===== src/core/ecsw_map.vh =====
// Purpose: Register offsets, field positions, reset values and divider
//          exponents of the event counter and square wave timer.
// Assumes: APB byte addresses on an 8-bit paddr; one aligned word each.
// Notes:   Definitions only; included by its bare name.
`ifndef ECSW_MAP_VH
`define ECSW_MAP_VH

// Register byte offsets.
`define ECSW_OFS_MODE0      8'h00
`define ECSW_OFS_MODE1      8'h04
`define ECSW_OFS_MODE2      8'h08
`define ECSW_OFS_CMP0       8'h0C
`define ECSW_OFS_CMP1       8'h10
`define ECSW_OFS_CMP2       8'h14
`define ECSW_OFS_CNT0       8'h18
`define ECSW_OFS_CNT1       8'h1C
`define ECSW_OFS_CNT2       8'h20
`define ECSW_OFS_PORT       8'h24
`define ECSW_OFS_IRQ_STAT   8'h28
`define ECSW_OFS_IRQ_CLR    8'h2C
`define ECSW_OFS_IRQ_EN     8'h30
`define ECSW_OFS_PIN_STAT   8'h34

// Mode register fields.
`define ECSW_BIT_RUN        7
`define ECSW_BIT_SRC_HI     2
`define ECSW_BIT_SRC_LO     1
`define ECSW_BIT_WAVE_OE    0
`define ECSW_MODE01_MASK    8'h86
`define ECSW_MODE2_MASK     8'h87
`define ECSW_MODE_RST       8'h00

// Port register fields: bit 0 direction (1 = input), bit 1 output latch.
`define ECSW_BIT_PORT_DIR   0
`define ECSW_BIT_PORT_LAT   1
`define ECSW_PORT_MASK      8'h03
`define ECSW_PORT_RST       8'h01

// Other reset values.
`define ECSW_CMP_RST        8'h00
`define ECSW_IRQ_RST        3'h0

// Prescaler width and divider exponents of the main clock per channel.
`define ECSW_PRE_W          9
`define ECSW_DIV0_A         4'h6
`define ECSW_DIV0_B         4'h9
`define ECSW_DIV1_A         4'h4
`define ECSW_DIV1_B         4'h8
`define ECSW_DIV2_A         4'h3
`define ECSW_DIV2_B         4'h7

`endif


===== src/core/ecsw_cnt.v =====
// Purpose: One 8-bit compare-match counter channel.
// Assumes: tick is a one-cycle count pulse on pclk.
// Notes:   Stopped counters hold zero; match is a one-cycle pulse.
module ecsw_cnt
(
    input  wire       pclk,
    input  wire       presetn,
    input  wire       pclk_en,
    input  wire       run,
    input  wire       tick,
    input  wire [7:0] cmp,
    output wire [7:0] value,
    output wire       match
);
    reg [7:0] value_r;
    reg [7:0] value_nxt;
    reg       match_r;
    reg       match_nxt;

    // Next count: clear when stopped, wrap to zero on a compare match.
    always @*
    begin
        value_nxt = value_r;
        match_nxt = 1'b0;
        if (!run)
            value_nxt = 8'h00;
        else if (tick)
        begin
            if (value_r == cmp)
            begin
                value_nxt = 8'h00;
                match_nxt = 1'b1;
            end
            else
                value_nxt = value_r + 8'h01;
        end
    end

    // Count and match registers.
    always @(posedge pclk or negedge presetn)
    begin
        if (!presetn)
        begin
            value_r <= 8'h00;
            match_r <= 1'b0;
        end
        else if (pclk_en)
        begin
            value_r <= value_nxt;
            match_r <= match_nxt;
        end
    end

    assign value = value_r;
    assign match = match_r & pclk_en;
endmodule


===== src/core/ecsw_sync.v =====
// Purpose: Three-stage synchroniser with single-count edge detection.
// Assumes: The input is asynchronous to pclk and slower than pclk/4.
// Notes:   A change is accepted once the second and third stages agree.
module ecsw_sync
(
    input  wire pclk,
    input  wire presetn,
    input  wire pclk_en,
    input  wire async_in,
    output wire level,
    output wire rise,
    output wire fall
);
    reg s1_r;
    reg s2_r;
    reg s3_r;
    reg stable_r;

    // Stage chain and the accepted level; s1 feeds only s2.
    always @(posedge pclk or negedge presetn)
    begin
        if (!presetn)
        begin
            s1_r     <= 1'b0;
            s2_r     <= 1'b0;
            s3_r     <= 1'b0;
            stable_r <= 1'b0;
        end
        else if (pclk_en)
        begin
            s1_r <= async_in;
            s2_r <= s1_r;
            s3_r <= s2_r;
            if (s2_r == s3_r)
                stable_r <= s3_r;
        end
    end

    // Each accepted change yields one pulse, active while enabled.
    assign level = stable_r;
    assign rise  = pclk_en & (s2_r == s3_r) & s3_r & ~stable_r;
    assign fall  = pclk_en & (s2_r == s3_r) & ~s3_r & stable_r;
endmodule


===== src/core/ecsw_top.v =====
// Purpose: Three 8-bit compare-match timers behind an APB slave; two count
//          external events, the third drives a square wave on a shared pin.
// Assumes: pclk is the main clock; sub_clk_in is the slow subsystem clock.
// Notes:   Zero-wait APB; unmapped addresses answer with pslverr.
//
// The register offsets and the APB interface to the registers are this design's own decisions.
`include "ecsw_map.vh"

module ecsw_top
(
    input  wire        pclk,
    input  wire        presetn,
    input  wire        pclk_en,
    input  wire        psel,
    input  wire        penable,
    input  wire        pwrite,
    input  wire [7:0]  paddr,
    input  wire [31:0] pwdata,
    output wire [31:0] prdata,
    output wire        pready,
    output wire        pslverr,
    input  wire        event_input_zero,
    input  wire        event_input_one,
    input  wire        sub_clk_in,
    input  wire        wave_port_in,
    output wire        wave_port_out,
    output wire        wave_port_oe,
    output wire        match_irq_zero,
    output wire        match_irq_one,
    output wire        wave_match_irq,
    output wire        irq
);
    // Software-visible state.
    reg  [7:0]  mode_r [0:2];
    reg  [7:0]  cmp_r  [0:2];
    reg  [7:0]  port_r;
    reg  [2:0]  irq_stat_r;
    reg  [2:0]  irq_stat_nxt;
    reg  [2:0]  irq_en_r;
    reg  [31:0] prdata_r;
    reg  [31:0] rd_data;
    reg         hit;

    // Timing and channel state.
    reg  [8:0]  pre_r;
    reg         wave_r;
    reg         wave_nxt;
    reg  [2:0]  tick;
    wire [2:0]  run_eff;
    wire [2:0]  match;
    wire [7:0]  value [0:2];

    // Synchronised pin levels and edges.
    wire        ev0_level;
    wire        ev0_rise;
    wire        ev0_fall;
    wire        ev1_level;
    wire        ev1_rise;
    wire        ev1_fall;
    wire        sub_rise;
    wire        wave_in_level;

    // Bus phases.
    wire        setup_ph;
    wire        wr_acc;
    wire        clr_wr;
    integer     k;

    // Returns one when the prescaler low bits selected by exp are all ones.
    function div_tick;
        input [8:0] pre;
        input [3:0] exp;
        reg   [8:0] msk;
        begin
            msk      = (9'h001 << exp) - 9'h001;
            div_tick = &(pre | ~msk);
        end
    endfunction

    // Event pins and the subsystem clock enter through synchronisers.
    ecsw_sync u_sync_ev0
    (
        .pclk     (pclk),
        .presetn  (presetn),
        .pclk_en  (pclk_en),
        .async_in (event_input_zero),
        .level    (ev0_level),
        .rise     (ev0_rise),
        .fall     (ev0_fall)
    );

    ecsw_sync u_sync_ev1
    (
        .pclk     (pclk),
        .presetn  (presetn),
        .pclk_en  (pclk_en),
        .async_in (event_input_one),
        .level    (ev1_level),
        .rise     (ev1_rise),
        .fall     (ev1_fall)
    );

    ecsw_sync u_sync_sub
    (
        .pclk     (pclk),
        .presetn  (presetn),
        .pclk_en  (pclk_en),
        .async_in (sub_clk_in),
        .level    (),
        .rise     (sub_rise),
        .fall     ()
    );

    ecsw_sync u_sync_wave
    (
        .pclk     (pclk),
        .presetn  (presetn),
        .pclk_en  (pclk_en),
        .async_in (wave_port_in),
        .level    (wave_in_level),
        .rise     (),
        .fall     ()
    );

    // Free-running prescaler; it is never reset by a start, so the first
    // period after run goes high may be up to one count clock short.
    always @(posedge pclk or negedge presetn)
    begin
        if (!presetn)
            pre_r <= 9'h000;
        else if (pclk_en)
            pre_r <= pre_r + 9'h001;
    end

    // Count pulse selection per channel.
    always @*
    begin
        tick = 3'b000;
        // Counter zero: two divided clocks or an event edge.
        case ({mode_r[0][`ECSW_BIT_SRC_HI], mode_r[0][`ECSW_BIT_SRC_LO]})
            2'b00:   tick[0] = pclk_en & div_tick(pre_r, `ECSW_DIV0_A);
            2'b01:   tick[0] = pclk_en & div_tick(pre_r, `ECSW_DIV0_B);
            2'b10:   tick[0] = ev0_rise;
            default: tick[0] = ev0_fall;
        endcase
        // Counter one: same structure with its own dividers and pin.
        case ({mode_r[1][`ECSW_BIT_SRC_HI], mode_r[1][`ECSW_BIT_SRC_LO]})
            2'b00:   tick[1] = pclk_en & div_tick(pre_r, `ECSW_DIV1_A);
            2'b01:   tick[1] = pclk_en & div_tick(pre_r, `ECSW_DIV1_B);
            2'b10:   tick[1] = ev1_rise;
            default: tick[1] = ev1_fall;
        endcase
        // Counter two: divided main clock or subsystem clock; no pin input.
        case ({mode_r[2][`ECSW_BIT_SRC_HI], mode_r[2][`ECSW_BIT_SRC_LO]})
            2'b00:   tick[2] = pclk_en & div_tick(pre_r, `ECSW_DIV2_A);
            2'b01:   tick[2] = pclk_en & div_tick(pre_r, `ECSW_DIV2_B);
            2'b10:   tick[2] = sub_rise;
            default: tick[2] = 1'b0;
        endcase
    end

    // Run enables; the barred counter two clock code keeps it stopped.
    assign run_eff[0] = mode_r[0][`ECSW_BIT_RUN];
    assign run_eff[1] = mode_r[1][`ECSW_BIT_RUN];
    assign run_eff[2] = mode_r[2][`ECSW_BIT_RUN] &
                        ~(mode_r[2][`ECSW_BIT_SRC_HI] & mode_r[2][`ECSW_BIT_SRC_LO]);

    // The three counter channels.
    genvar g;
    generate
        for (g = 0; g < 3; g = g + 1)
        begin : gen_ch
            ecsw_cnt u_cnt
            (
                .pclk    (pclk),
                .presetn (presetn),
                .pclk_en (pclk_en),
                .run     (run_eff[g]),
                .tick    (tick[g]),
                .cmp     (cmp_r[g]),
                .value   (value[g]),
                .match   (match[g])
            );
        end
    endgenerate

    // Square wave: low while the run bit or the output enable is clear (the barred code only holds it), inverted on each match.
    always @*
    begin
        wave_nxt = wave_r;
        if (!mode_r[2][`ECSW_BIT_RUN])
            wave_nxt = 1'b0;
        else if (!mode_r[2][`ECSW_BIT_WAVE_OE])
            wave_nxt = 1'b0;
        else if (match[2])
            wave_nxt = ~wave_r;
    end

    always @(posedge pclk or negedge presetn)
    begin
        if (!presetn)
            wave_r <= 1'b0;
        else if (pclk_en)
            wave_r <= wave_nxt;
    end

    // Shared pin: timer wave when enabled, otherwise the port latch.
    assign wave_port_out = mode_r[2][`ECSW_BIT_WAVE_OE] ? wave_r
                                                        : port_r[`ECSW_BIT_PORT_LAT];
    assign wave_port_oe  = ~port_r[`ECSW_BIT_PORT_DIR];

    // Match pulses straight out of the channels.
    assign match_irq_zero = match[0];
    assign match_irq_one  = match[1];
    assign wave_match_irq = match[2];

    // APB phases; every access completes without wait states.
    assign setup_ph = psel & ~penable;
    assign wr_acc   = psel & penable & pwrite & hit;
    assign clr_wr   = wr_acc & (paddr == `ECSW_OFS_IRQ_CLR);
    assign pready   = 1'b1;
    assign pslverr  = psel & penable & ~hit;

    // Address decode and read multiplexer.
    always @*
    begin
        hit     = (paddr[1:0] == 2'b00);
        rd_data = 32'h0000_0000;
        case (paddr)
            `ECSW_OFS_MODE0:    rd_data[7:0] = mode_r[0];
            `ECSW_OFS_MODE1:    rd_data[7:0] = mode_r[1];
            `ECSW_OFS_MODE2:    rd_data[7:0] = mode_r[2];
            `ECSW_OFS_CMP0:     rd_data[7:0] = cmp_r[0];
            `ECSW_OFS_CMP1:     rd_data[7:0] = cmp_r[1];
            `ECSW_OFS_CMP2:     rd_data[7:0] = cmp_r[2];
            `ECSW_OFS_CNT0:     rd_data[7:0] = value[0];
            `ECSW_OFS_CNT1:     rd_data[7:0] = value[1];
            `ECSW_OFS_CNT2:     rd_data[7:0] = value[2];
            `ECSW_OFS_PORT:     rd_data[7:0] = port_r;
            `ECSW_OFS_IRQ_STAT: rd_data[2:0] = irq_stat_r;
            `ECSW_OFS_IRQ_CLR:  rd_data      = 32'h0000_0000;
            `ECSW_OFS_IRQ_EN:   rd_data[2:0] = irq_en_r;
            `ECSW_OFS_PIN_STAT: rd_data[3:0] = {wave_r, wave_in_level, ev1_level, ev0_level};
            default:            hit          = 1'b0;
        endcase
    end

    // Read data is captured in the setup cycle and held through access.
    always @(posedge pclk or negedge presetn)
    begin
        if (!presetn)
            prdata_r <= 32'h0000_0000;
        else if (pclk_en && setup_ph)
            prdata_r <= (hit && !pwrite) ? rd_data : 32'h0000_0000;
    end

    assign prdata = prdata_r;

    // Writable registers; count and status words ignore writes.
    always @(posedge pclk or negedge presetn)
    begin
        if (!presetn)
        begin
            for (k = 0; k < 3; k = k + 1)
            begin
                mode_r[k] <= `ECSW_MODE_RST;
                cmp_r[k]  <= `ECSW_CMP_RST;
            end
            port_r   <= `ECSW_PORT_RST;
            irq_en_r <= `ECSW_IRQ_RST;
        end
        else if (pclk_en && wr_acc)
        begin
            case (paddr)
                `ECSW_OFS_MODE0:  mode_r[0] <= pwdata[7:0] & `ECSW_MODE01_MASK;
                `ECSW_OFS_MODE1:  mode_r[1] <= pwdata[7:0] & `ECSW_MODE01_MASK;
                `ECSW_OFS_MODE2:  mode_r[2] <= pwdata[7:0] & `ECSW_MODE2_MASK;
                `ECSW_OFS_CMP0:   cmp_r[0]  <= pwdata[7:0];
                `ECSW_OFS_CMP1:   cmp_r[1]  <= pwdata[7:0];
                `ECSW_OFS_CMP2:   cmp_r[2]  <= pwdata[7:0];
                `ECSW_OFS_PORT:   port_r    <= pwdata[7:0] & `ECSW_PORT_MASK;
                `ECSW_OFS_IRQ_EN: irq_en_r  <= pwdata[2:0];
                default:          port_r    <= port_r;
            endcase
        end
    end

    // Sticky match status; a match in the clearing cycle wins.
    always @*
    begin
        irq_stat_nxt = irq_stat_r;
        if (clr_wr)
            irq_stat_nxt = irq_stat_nxt & ~pwdata[2:0];
        irq_stat_nxt = irq_stat_nxt | match;
    end

    always @(posedge pclk or negedge presetn)
    begin
        if (!presetn)
            irq_stat_r <= `ECSW_IRQ_RST;
        else if (pclk_en)
            irq_stat_r <= irq_stat_nxt;
    end

    // Level interrupt while any enabled status bit is set.
    assign irq = |(irq_stat_r & irq_en_r);
endmodule


===== config.mk =====
export PLATFORM = sky130hd
export DESIGN_NAME = ecsw_top
export DESIGN_NICKNAME = d
export VERILOG_FILES = /design/src/core/ecsw_cnt.v /design/src/core/ecsw_sync.v /design/src/core/ecsw_top.v
export VERILOG_INCLUDE_DIRS = /design/src /design/src/core
export SDC_FILE = /design/constraint.sdc
export NUM_CORES = 1
export LEC_CHECK = 0
export ABC_AREA = 1
export ABC_CLOCK_PERIOD_IN_PS = 4600
export BUFFER_PORTS_ARGS = -buffer_cell sky130_fd_sc_hd__buf_4
export CAP_MARGIN = 20
export CORE_MARGIN = 10
export CORE_UTILIZATION = 60
export CTS_BUF_LIST = sky130_fd_sc_hd__clkbuf_4 sky130_fd_sc_hd__clkbuf_8
export CTS_CLUSTER_DIAMETER = 40
export DETAILED_ROUTE_END_ITERATION = 6
export MAX_ROUTING_LAYER = met4
export PLACE_DENSITY = 0.81
export REMOVE_ABC_BUFFERS = 1
export SYNTH_ARGS = -nofsm -noshare
export SYNTH_HDL_FRONTEND = slang
export SYNTH_HIERARCHICAL = 1
export SYNTH_SLANG_ARGS = --single-unit

===== constraint.sdc =====
create_clock -name pclk -period 4.6 [get_ports pclk]
set_input_delay 0.92 -clock pclk [delete_from_list [all_inputs] [get_ports pclk]]
set_output_delay 0.92 -clock pclk [all_outputs]
set_load 0.01 [all_outputs]

==> impl_metrics.ini, run 1 <==
[run_status]
status = finished clean

[timing]
period_minus_slack_ns = 3.26
period_share_pct = 71.0
setup_violations = 0
tightest_slew_ns = 0.814
hold_slack_ns = 0.480
hold_violations = 0
finalSetupTns_ns = 0
skew_ns = 0.0160
fmax_ghz = 0.306
grt_setup_unrepaired = no
slew_headroom_pct = 45.3
maxSlewViolCount = 0

[worst_setup_path]
slowest_delay_ns = 0.44
path_max_fanout = 19
required_ns = 3.68
cp-start-kind = input pin
cpMaxStageDelayCell = nor2_4
crit_arrival_ns = 2.34
crit_path_end_kind = primary output
path_cells = buf_4 > nor2_2 > nand2_2 > nor2_4 > nor2_1 > nand2_1 > nor2_1 > nand2_2 > nor3_1 > buf_4
path_class = in -> out

[floorplanning]
io_pins = 90
die_h_um = 125
chipWidth_um = 125
core_um2 = 10800
die_area_um2 = 15500
row_count = 38
initial_core_util_pct = 60.9

[power]
max-vdd-ir-drop_v = 0.000319
leakagePower_nw = 3.70
power_density_nw_per_um2 = 259
total_power_mw = 1.82

[global_route]
grt_antenna_before_repair = 0
grt_usage_pct = 21.3
gr-total-overflow = 0
grt_max_degree = 62
grt_pass1_vias = 5471
grt_pass1_wl_um = 27000

[cts]
clk_pin_slew_ns = 0.11
cts.root.buffer_cell = clkbuf_8
postCtsSetupBuffers = 0
cts.sink_count = 103
cts_hold_buf = 0
cts_resized = 0
cts_tree = yes
cts_max_level = 3
cts_buffer_depth = 2
clk_latency_ns = 0.40
numCtsBuffers = 9

[finish]
syn2layout_area_growth_pct = 7.23
num_antenna_cells = 0
fin_nets = 999
final_common_cell = nand2_1
final_cell_mix = nand2_1, dfrtp_1, inv_1
final_layout_size_suffix_gt1_share_pct = 15.8
fill_cells = 1001

[routing]
first_pass_iters = 5
num_vias = 5813
drtIter0Drc = 510
drc = 0
drt_wl_total_um = 16000
vias_per_cell = 5.34
ant_nets = 0
wl_per_cell_um = 14.7

[synthesis]
avgSynthCellArea_um2 = 7.22
syn_inst = 910
yosysWarnings = 6
netlist_area_um2 = 6570

[worst_hold_path]
hp-class = reg -> reg

[placed_design]
dp_hpwl_um = 11700
numPortBuffers = 40
place_congestion = 0.963

[flow_run]
maxCapViolCount = 0
-- worst paths after layout --
check | start | cells after the start | slack, ns | endpoint
max | paddr[7] | 10 | 1.34 | pslverr
min | port_r[0] | 2 | 0.48 | port_r[0]
max reg2reg | pre_r[0] | 14 | 1.78 | gen_ch[0].u_cnt/value[4]
min reg2reg | port_r[0] | 2 | 0.48 | port_r[0]
max in group asynchronous | presetn | 2 | 3.19 | gen_ch[0].u_cnt/value[5]
min in group asynchronous | presetn | 1 | 0.59 | irq_en_r[1]
-- critical path: cells and delay by family --
kind,cells,cell delay [ns]
buffers and inverters,2,0.26
AND/OR/NAND/NOR,8,1.18
-- metrics by stage --
stage	cells	setup slack [ns]	utilization, %	instance area, um2
2_1_floorplan	885	0.208	-	6300
3_3_place_gp	1072	1.27	63.3	6840
3_5_place_dp	1072	1.22	63.3	6840
4_1_cts	1088	1.34	65.3	7050
5_1_grt	1088	1.17	65.3	7050
6_report	1088	1.34	65.3	7050
-- where the power goes --
group / total [mW] / switching, mW / internal (mW) / leakage [nW]
logic: 0.208 / 0.137 / 0.0709 / 2.20
registers: 0.998 / 0.0443 / 0.954 / 1.39
clock network: 0.617 / 0.344 / 0.274 / 0.106
-- registers in the layout, indices dropped and copies added, names as in the netlist, 2 cells and up --
name                  flops
mode_r                   10
irq_en_r                  3
irq_stat_r                3
prdata                    8
gen_ch.u_cnt/value       24
pre_r                     9
gen_ch.u_cnt/match_r      3
cmp_r                    24
port_r                    2
-- routing by layer --
| layer | vias to the layer above | part of all wire, % | GRT usage, % |
|---|---|---|---|
| met5 | - | 0 | - |
| met4 | 0 | 1.7 | 6.51 |
| met3 | 23 | 7.8 | 5.62 |
| met2 | 174 | 46 | 31.5 |
| met1 | 2718 | 45 | 28.0 |
| li1 | 2898 | - | - |
-- cell type report --
cell class                 instances  area [um2]  area share (%)
multi-input combinational        695        3400            48.3
sequential                       103        2580            36.6
inverter                          87         327            4.63
clock inverter                     6        76.3            1.08
timing repair buffer              47         353            5.01
tap                              140         175            2.48
clock buffer                      10         138            1.95
Power figures use the tool's default switching activity.
==> run 2: changes to the inputs <==
ABC_CLOCK_PERIOD_IN_PS = 2900   (was 4600)
CORE_UTILIZATION = 54   (was 60)
PLACE_DENSITY = 0.77   (was 0.81)
clock period = 2.9 ns   (was 4.6 ns; I/O delays follow)
==> run 2 against run 1 <==
Effect of this change: setup slack got worse by 1.0 ns; critical path depth increased by 4; clock power increased by 45%; hold slack lost 0.36 ns; combinational power is 62% higher; global-route usage is 1.0 points lower; largest power group unchanged.
==> impl_metrics.ini, run 2 (synthesized netlist as in run 1, its figures left out) <==
[floorplanning]
die_h_um = 130
die_area_um2 = 17000
initial_core_util_pct = 55.0
chipWidth_um = 130
io_pins = 90
core_um2 = 12000
row_count = 40

[power]
max-vdd-ir-drop_v = 0.000327
leakagePower_nw = 3.77
power_density_nw_per_um2 = 393
total_power_mw = 2.82

[routing]
ant_nets = 0
vias_per_cell = 5.23
drt_wl_total_um = 16000
wl_per_cell_um = 14.4
drtIter0Drc = 666
drc = 0
num_vias = 5805
first_pass_iters = 5

[cts]
clk_pin_slew_ns = 0.11
clk_latency_ns = 0.41
cts.sink_count = 103
cts.root.buffer_cell = clkbuf_8
cts_hold_buf = 0
cts_tree = yes
cts_max_level = 3
cts_buffer_depth = 2
numCtsBuffers = 9

[global_route]
grt_pass1_vias = 5499
grt_max_degree = 69
grt_antenna_before_repair = 0
grt_pass1_wl_um = 26600
gr-total-overflow = 0
grt_usage_pct = 20.3

[flow_run]
maxCapViolCount = 0

[worst_setup_path]
path_max_fanout = 8
required_ns = 3.20
path_class = reg -> reg
cp-start-kind = flip-flop
crit_arrival_ns = 2.91
crit_path_end_kind = flip-flop

[finish]
syn2layout_area_growth_pct = 8.98
final_layout_size_suffix_gt1_share_pct = 17.0
fin_nets = 1013
final_cell_mix = nand2_1, dfrtp_1, inv_1
final_common_cell = nand2_1
num_antenna_cells = 0

[placed_design]
place_congestion = 0.957
numPortBuffers = 40
dp_hpwl_um = 11900

[timing]
fmax_ghz = 0.383
maxSlewViolCount = 0
setup_violations = 0
hold_slack_ns = 0.117
skew_ns = 0.0202
tightest_slew_ns = 0.501
grt_setup_unrepaired = no
hold_violations = 0
period_share_pct = 90.1
period_minus_slack_ns = 2.61
slew_headroom_pct = 66.5

[run_status]
status = finished clean

[worst_hold_path]
hp-class = in -> async
==> run 2: cell count changes in the layout (fill, tap and decap cells not counted) <==
| cell | delta |
|---|---|
| buf_4 | +12 |
| bufinv_16 | -1 |
| inv_8 | +1 |
| clkbuf_8 | -1 |
| buf_12 | +2 |
| clkinv_4 | +1 |
==> run 2: final timing paths <==
kind | from | end | slack (ns) | cells past startpoint
max reg2reg | pre_r[0] | gen_ch[0].u_cnt/value[4] | 0.29 | 14
min | presetn | irq_en_r[2] | 0.12 | 1
min in group pclk | wave_port_in | u_sync_wave/s1_r | 0.40 | 2
max | pre_r[0] | gen_ch[0].u_cnt/value[4] | 0.29 | 14
min reg2reg | port_r[0] | port_r[0] | 0.48 | 2
max in group asynchronous | presetn | pre_r[0] | 2.03 | 2
==> run 2: power by group <==
group | leakage (nW) | switching, mW | total [mW] | internal, mW
combinational | 2.28 | 0.217 | 0.337 | 0.121
clock | 0.0949 | 0.566 | 0.897 | 0.331
sequential | 1.39 | 0.0697 | 1.58 | 1.51
total | 3.77 | 0.853 | 2.82 | 1.96
==> run 2: layout make-up <==
class | instances | area (um2)
Timing Repair Buffer | 61 | 483
Clock inverter | 7 | 66.3
Fill cell | 1145 | 4800
Inverter | 87 | 327
Tap cell | 147 | 184
Multi-Input combinational cell | 695 | 3400
Clock buffer | 9 | 124
Sequential cell | 103 | 2580
==> run 2: stage by stage <==
stage,instances,setup TNS [ns],setup WS (ns),cell area [um2],utilization (%)
2_1_floorplan,885,-42.49,-1.15,6300,-
3_3_place_gp,1091,0,0.289,6960,58.2
3_5_place_dp,1091,0,0.264,6960,58.2
4_1_cts,1107,0,0.260,7150,59.8
5_1_grt,1109,0,0.0159,7160,59.9
6_report,1109,0,0.286,7160,59.9
==> run 2: what timing repair did <==
| action | in CTS | in global routing |
|---|---|---|
| buffers inserted | 0 | 2 |
| gates resized for setup | 0 | 0 |
| endpoints found under the setup margin | 0 | 3 |
==> run 2: per-layer routing <==
| metal | share of wire (%) | vias to the layer above | track usage (%) | wire [um] |
|---|---|---|---|---|
| li1 | - | 2922 | - | - |
| met1 | 44 | 2668 | 25.7 | 7050 |
| met2 | 46 | 191 | 31.7 | 7410 |
| met3 | 7.8 | 24 | 5.03 | 1240 |
| met4 | 1.6 | 0 | 5.69 | 256 |
| met5 | 0 | - | - | 0 |
==> run 2: critical path: stages (launching register included) <==
cell	delay, ns
dfrtp_1	0.40
ha_1	0.18
nand3_1	0.10
nor2_1	0.17
nand2_1	0.10
nor2_1	0.15
ha_1	0.17
nor2_1	0.04
o41ai_1	0.33
inv_1	0.15
a21oi_4	0.29
inv_2	0.08
nor2_1	0.13
xor2_1	0.20
a21oi_2	0.05
